===== src/ida_pkg.sv =====
// Package with offsets, widths, reset values and access kinds of the indirect addressing unit.
package ida_pkg;
	localparam int IDA_DW = 8;
	localparam int IDA_AW = 8;
	localparam int IDA_MW = 12;
	localparam int IDA_HIW = 4;
	// Register offsets; each pointer owns seven of the eight locations in its block, the eighth holds bank or working register.
	localparam logic [7:0] IDA_PTR1_BASE = 8'h00;
	localparam logic [7:0] IDA_PTR2_BASE = 8'h08;
	localparam logic [7:0] IDA_OFS_PLAIN = 8'h00;
	localparam logic [7:0] IDA_OFS_POSTINC = 8'h01;
	localparam logic [7:0] IDA_OFS_POSTDEC = 8'h02;
	localparam logic [7:0] IDA_OFS_PREINC = 8'h03;
	localparam logic [7:0] IDA_OFS_PLUSW = 8'h04;
	localparam logic [7:0] IDA_OFS_HIGH = 8'h05;
	localparam logic [7:0] IDA_OFS_LOW = 8'h06;
	localparam logic [7:0] IDA_ADDR_BANK = 8'h07;
	localparam logic [7:0] IDA_ADDR_WORKING_ACCUMULATOR = 8'h0F;
	// Reset values, unmapped read value and pointer step.
	localparam logic [3:0] IDA_RST_PTR_HI = 4'h0;
	localparam logic [7:0] IDA_RST_PTR_LO = 8'h00;
	localparam logic [3:0] IDA_RST_BANK = 4'h0;
	localparam logic [7:0] IDA_RST_WORKING_ACCUMULATOR = 8'h00;
	localparam logic [7:0] IDA_RST_RDATA = 8'h00;
	localparam logic [7:0] IDA_RD_UNMAPPED = 8'h00;
	localparam logic [11:0] IDA_PTR_STEP = 12'h001;
	typedef enum logic [2:0] {
		IDA_K_NONE,
		IDA_K_PLAIN,
		IDA_K_POSTINC,
		IDA_K_POSTDEC,
		IDA_K_PREINC,
		IDA_K_PLUSW
	} ida_kind_t;
endpackage


===== src/ida_pointer.sv =====
// One indirect pointer: high and low part, effective address and pointer update.
module ida_pointer import ida_pkg::*; (
	// Clock and reset.
	input wire logic i_clk,
	input wire logic i_rst,
	// Control from the register decode.
	input wire logic i_hi_we,
	input wire logic i_lo_we,
	input wire logic [7:0] i_wdata,
	input wire ida_kind_t i_kind,
	input wire logic [7:0] i_working_accumulator,
	// Pointer value and effective address.
	output logic [11:0] o_ptr,
	output logic [11:0] o_addr
);
	typedef struct packed {
		logic [3:0] hi;
		logic [7:0] lo;
	} ida_ptr_state_t;

	ida_ptr_state_t s_q;
	ida_ptr_state_t s_d;
	logic [11:0] cur;
	logic [11:0] nxt;

	always_comb begin
		s_d = s_q;
		cur = {s_q.hi, s_q.lo};
		nxt = cur;
		o_addr = cur;
		case (i_kind)
			IDA_K_POSTINC: nxt = cur + IDA_PTR_STEP;
			IDA_K_POSTDEC: nxt = cur - IDA_PTR_STEP;
			IDA_K_PREINC: begin
				nxt = cur + IDA_PTR_STEP;
				o_addr = nxt;
			end
			IDA_K_PLUSW: o_addr = cur + {4'h0, i_working_accumulator};
			default: nxt = cur;
		endcase
		{s_d.hi, s_d.lo} = nxt;
		if (i_hi_we) begin
			s_d.hi = i_wdata[3:0];
		end
		if (i_lo_we) begin
			s_d.lo = i_wdata;
		end
	end

	// The low byte is architecturally undefined after reset; it is cleared only to stay deterministic.
	always_ff @(posedge i_clk or posedge i_rst) begin
		if (i_rst) begin
			s_q <= {IDA_RST_PTR_HI, IDA_RST_PTR_LO};
		end else begin
			s_q <= s_d;
		end
	end

	assign o_ptr = {s_q.hi, s_q.lo};
endmodule


===== src/ida_unit.sv =====
// Indirect data addressing unit with two pointers, bank select and working register.
// Summary of operation
// - Post-decrement access uses pointer, then decrements.
// - Pre-increment access increments pointer, then accesses.
// - Offset access adds working register, pointer unchanged.
// - Pointer high part is four bits, resets zero.
// - Pointer low byte eight bits, reset value undefined; the unit clears it to 00 at reset.
//
// The placing of the registers and strobed register access were decided locally.
module ida_unit import ida_pkg::*; (
	// Clock and reset.
	input wire logic i_clk,
	input wire logic i_rst,
	// Register port.
	input wire logic [7:0] i_addr,
	input wire logic [7:0] i_wdata,
	input wire logic i_we,
	input wire logic i_re,
	output logic [7:0] o_rdata,
	// Data memory port, combinational read.
	output logic [11:0] o_mem_addr,
	output logic o_mem_we,
	output logic o_mem_re,
	output logic [7:0] o_mem_wdata,
	input wire logic [7:0] i_mem_rdata,
	// Core-side views.
	output logic [3:0] o_bank_selector,
	output logic [7:0] o_working_accumulator
);
	typedef struct packed {
		logic [7:0] rdata;
		logic [3:0] bank;
		logic [7:0] working_accumulator;
	} ida_state_t;

	ida_state_t s_q;
	ida_state_t s_d;
	ida_kind_t kind_w [2];
	logic hi_we_w [2];
	logic lo_we_w [2];
	logic [11:0] ptr_w [2];
	logic [11:0] addr_w [2];
	logic virt_any;

	for (genvar g = 0; g < 2; g++) begin : g_ptr
		localparam logic [7:0] BASE = (g == 0) ? IDA_PTR1_BASE : IDA_PTR2_BASE;

		always_comb begin
			kind_w[g] = IDA_K_NONE;
			if (i_we || i_re) begin
				if (i_addr == BASE + IDA_OFS_PLAIN) begin
					kind_w[g] = IDA_K_PLAIN;
				end else if (i_addr == BASE + IDA_OFS_POSTINC) begin
					kind_w[g] = IDA_K_POSTINC;
				end else if (i_addr == BASE + IDA_OFS_POSTDEC) begin
					kind_w[g] = IDA_K_POSTDEC;
				end else if (i_addr == BASE + IDA_OFS_PREINC) begin
					kind_w[g] = IDA_K_PREINC;
				end else if (i_addr == BASE + IDA_OFS_PLUSW) begin
					kind_w[g] = IDA_K_PLUSW;
				end
			end
			hi_we_w[g] = i_we && (i_addr == BASE + IDA_OFS_HIGH);
			lo_we_w[g] = i_we && (i_addr == BASE + IDA_OFS_LOW);
		end

		ida_pointer u_ptr (
			.i_clk(i_clk),
			.i_rst(i_rst),
			.i_hi_we(hi_we_w[g]),
			.i_lo_we(lo_we_w[g]),
			.i_wdata(i_wdata),
			.i_kind(kind_w[g]),
			.i_working_accumulator(s_q.working_accumulator),
			.o_ptr(ptr_w[g]),
			.o_addr(addr_w[g])
		);
	end

	assign virt_any = (kind_w[0] != IDA_K_NONE) || (kind_w[1] != IDA_K_NONE);
	assign o_mem_addr = (kind_w[1] != IDA_K_NONE) ? addr_w[1] : addr_w[0];
	assign o_mem_we = i_we && virt_any;
	assign o_mem_re = i_re && virt_any;
	assign o_mem_wdata = i_wdata;

	always_comb begin
		s_d = s_q;
		if (i_we) begin
			if (i_addr == IDA_ADDR_BANK) begin
				s_d.bank = i_wdata[3:0];
			end else if (i_addr == IDA_ADDR_WORKING_ACCUMULATOR) begin
				s_d.working_accumulator = i_wdata;
			end
		end
		if (i_re) begin
			if (virt_any) begin
				s_d.rdata = i_mem_rdata;
			end else if (i_addr == IDA_PTR1_BASE + IDA_OFS_HIGH) begin
				s_d.rdata = {4'h0, ptr_w[0][11:8]};
			end else if (i_addr == IDA_PTR1_BASE + IDA_OFS_LOW) begin
				s_d.rdata = ptr_w[0][7:0];
			end else if (i_addr == IDA_PTR2_BASE + IDA_OFS_HIGH) begin
				s_d.rdata = {4'h0, ptr_w[1][11:8]};
			end else if (i_addr == IDA_PTR2_BASE + IDA_OFS_LOW) begin
				s_d.rdata = ptr_w[1][7:0];
			end else if (i_addr == IDA_ADDR_BANK) begin
				s_d.rdata = {4'h0, s_q.bank};
			end else if (i_addr == IDA_ADDR_WORKING_ACCUMULATOR) begin
				s_d.rdata = s_q.working_accumulator;
			end else begin
				s_d.rdata = IDA_RD_UNMAPPED;
			end
		end
	end

	always_ff @(posedge i_clk or posedge i_rst) begin
		if (i_rst) begin
			s_q <= {IDA_RST_RDATA, IDA_RST_BANK, IDA_RST_WORKING_ACCUMULATOR};
		end else begin
			s_q <= s_d;
		end
	end

	assign o_rdata = s_q.rdata;
	assign o_bank_selector = s_q.bank;
	assign o_working_accumulator = s_q.working_accumulator;
endmodule


===== config.mk =====
export PLATFORM = sky130hd
export DESIGN_NAME = ida_unit
export DESIGN_NICKNAME = d
export VERILOG_FILES = /design/src/ida_pkg.sv /design/src/ida_pointer.sv /design/src/ida_unit.sv
export SDC_FILE = /design/constraint.sdc
export NUM_CORES = 1
export LEC_CHECK = 0
export BUFFER_PORTS_ARGS = -buffer_cell sky130_fd_sc_hd__buf_2
export CAP_MARGIN = 25
export CORE_MARGIN = 2
export CORE_UTILIZATION = 59
export CTS_CLUSTER_SIZE = 12
export DETAILED_ROUTE_END_ITERATION = 7
export HOLD_SLACK_MARGIN = 0.1
export PLACE_DENSITY_LB_ADDON = 0.12
export SETUP_SLACK_MARGIN = 0.1
export SLEW_MARGIN = 5
export SYNTH_ARGS = -nofsm -noshare
export SYNTH_HDL_FRONTEND = slang
export SYNTH_SLANG_ARGS = --single-unit

===== constraint.sdc =====
create_clock -name i_clk -period 3.84 [get_ports i_clk]
set_input_delay 0.768 -clock i_clk [delete_from_list [all_inputs] [get_ports i_clk]]
set_output_delay 0.768 -clock i_clk [all_outputs]
set_load 0.005 [all_outputs]

==> flow_summary.toml <==
[cells_and_area]
final_nets = 724
final_core_util_pct = 71.1
fill_cells = 682
final_common_cell = "buf_2"
drive_gt1_share_pct = 24.6
n_antenna_cell = 0
multi_input_area_um2 = 3360
areaGrowthSynthToFinish_pct = 16.3
regArea_um2 = 1100
layout_common_cells = "buf_2, nor2_1, buf_4, dfrtp_1, nand2_1"

[setup_path]
worst_ep_required_time_ns = 3.07
max_stage_delay_ns = 0.57
r2r-start = "g_ptr[0].u_ptr.o_ptr[5]"
worstSetupPathType = "input port to primary output"
reg2reg_to = "g_ptr[0].u_ptr.o_ptr[10]"
path_cells = "buf_2 > or4_4 > buf_12 > or4_1 > nor2_2 > a21oi_2 > or3_1 > a31oi_1 > buf_2"
start_kind = "input port"
path_max_fanout = 7
critPathCaptureType = "primary output"
crit_family = "simple AND/OR/NAND/NOR gates"
critPathSlowestCell = "or4_4"
r2r_slack_ns = 1.07
cp_data_arrival_time_ns = 2.98
critPathMostFrequentCell = "buf_2"
r2r_cells = 7
path_buf_inv = 3

[yosys]
ys_types = 72
synth_cells = 603
synth_top_area_cell = "dfrtp_1"
netlist_area_um2 = 4740
yosys-top-cells-area = "dfrtp_1, ha_1, nor2_1"
yosysWarnings = 0
synth_edf_count = 0
synth_top_area_share_pct = 23.2
synth-async-reset-ratio_pct = 100
yosysSeqAreaShare_pct = 23.2
avgSynthCellArea_um2 = 7.87
syn_nets = 653
synthFlopType = "dfrtp_1"
ys_ff_latch = 44

[place]
port_buffers = 69
dp_hpwl_um = 13100
gp_congestion = 1.01

[cts]
clkSlewWorstSetupHoldPaths_ns = 0.09
cts_sinks = 44
cts-htree-levels = 2
root_buffer = "clkbuf_8"
clock_insertion_delay_worst_skew_ns = 0.31
cts_buffer_depth = 2
cts_tree = "yes"
numCtsBuffers = 5

[global_route]
grt_first_pass_wirelength_um = 26800
antenna_found_initial = 0
grt.overflow.total = 0
grtUsageTotal_pct = 39.7
grt_max_degree = 45
grt_pass1_vias = 4882

[sta]
finalClockSkew_ns = 0.00863
setup_viol = 0
maxSlewHeadroom_pct = 58.4
hold_violations = 0
rsz0062_at_grt = "true"
period_share_pct = 97.5
min_period_ns = 3.75
tightest_slew_ns = 0.622
tns_ns = 0
drv_slew = 0
fmax_mhz = 267

[detailed_routing]
vias_per_cell = 7.08
drt_iter0_markers = 596
vias = 5498
firstDrtPassIters = 6
ant_nets = 0
remaining_drc_errors = 0
routed_wl_um = 17500
wl_per_cell_um = 22.6

[power_and_ir_drop]
power_per_cell_area_nw_per_um2 = 321
irDropWorstVdd_mv = 0.221
leakagePower_uw = 0.00239

[floorplan]
core_um2 = 7770
dieArea_um2 = 8780
ios = 70
die_y_um = 93.7
rows = 32
start_util_pct = 61.1
die_x_um = 93.7

[min_path]
hold_path.class = "input port to asynchronous set/reset pin"

[job]
cap_violations = 0

[run_status]
status = "complete, no violations"
worst reg2reg max path, delay by kind of cell, from the launching register on:
kind                   cells  cell delay (ns)
AO/OA/AOI/OAI              3             0.64
flip-flops                 1             0.41
AND/OR/NAND/NOR            3             1.43
buffers and inverters      1             0.19
per-stage QoR:
stage | power, µW | cells | instance area, µm² | hold slack, ns | setup slack, ns
floorplan | 1130 | 603 | 4740 | 0.474 | 0.323
finish | 1770 | 777 | 5520 | 0.425 | 0.0946
detailed placement | 1410 | 763 | 5280 | 0.468 | 0.0385
CTS | 1730 | 772 | 5390 | 0.494 | 0.0756
global placement | 1380 | 763 | 5280 | 0.459 | 0.0897
global route | 1860 | 777 | 5520 | 0.443 | 0.0181
state kept, by name, summed over array words and instances (netlist names):
register and flops:
o_working_accumulator 8, o_rdata 8, g_ptr.u_ptr.o_ptr 24, o_bank_selector 4
logic make-up after synthesis:
group / count (synthesis) / share of synthesized area [%]
xor gates and xnor gates: 17 / 3.14
adders and majority gates: 22 / 6.12
DFF: 44 / 23.2
and+or+nand+nor: 227 / 26.5
muxes: 22 / 4.96
AOI/OAI and AO/OA: 196 / 29.0
buffers and inverters: 75 / 7.15
layout make-up:
type                       count  area share [%]
sequential                    44            20.0
clock buffer                   7            1.56
tap                          102            2.31
timing repair buffer         117            13.6
clock inverter                 1           0.136
inverter                      22            1.50
multi-input combinational    484            60.9
cell usage after synthesis (5+ instances only):
master,instances
nor2_1,51
dfrtp_1,44
nand2_1,42
a21oi_1,37
clkbuf_1,34
o21ai_0,30
nor3_1,27
inv_1,22
nand3_1,21
ha_1,20
a211oi_1,14
and3_1,14
xnor2_1,14
a221o_1,12
mux2_2,12
a22oi_1,10
and2_1,10
mux2i_1,10
a31oi_1,9
a21o_1,8
buf_4,8
or3_1,8
nor4_1,7
o221ai_1,7
o31ai_1,7
a311oi_1,6
o21a_1,6
or4_1,6
a221oi_1,5
nand2b_1,5
nand4_1,5
o211ai_1,5
o21ai_1,5
power by group:
part	switching [µW]	internal, µW
sequential	119	527
combinational	470	333
clock	174	147
total	763	1010
metal layers:
metal / up-vias / wire (µm) / track usage (%)
met1: 2575 / 7110 / 56.9
li1: 2435 / - / -
met5: - / 0 / 0
met3: 58 / 2030 / 5.78
met4: 0 / 700 / 16.9
met2: 430 / 7710 / 59.8
worst max path at each step:
| stage | from | endpoint | slack, ns | depth (start not counted) |
|---|---|---|---|---|
| after floorplan | i_addr[5] | o_mem_addr[10] | 0.32 | 8 |
| after global placement | i_addr[5] | o_mem_addr[7] | 0.09 | 10 |
| after detailed placement | i_addr[5] | o_mem_addr[11] | 0.04 | 9 |
| after CTS | o_working_accumulator[0] | o_mem_addr[10] | 0.08 | 9 |
| after global routing | i_addr[6] | o_mem_addr[1] | 0.02 | 10 |
| final | i_addr[6] | o_mem_addr[10] | 0.09 | 9 |
timing repair:
| action | in CTS | in global routing |
|---|---|---|
| gates cloned | 0 | 1 |
| endpoints found under the hold margin | 0 | 0 |
| hold buffers | 0 | 0 |
| endpoints found under the setup margin | 5 | 8 |
| gates resized for setup | 4 | 17 |
| pin swaps | 2 | 10 |
| buffers inserted | 1 | 3 |
(Power assumes the default switching activity.)
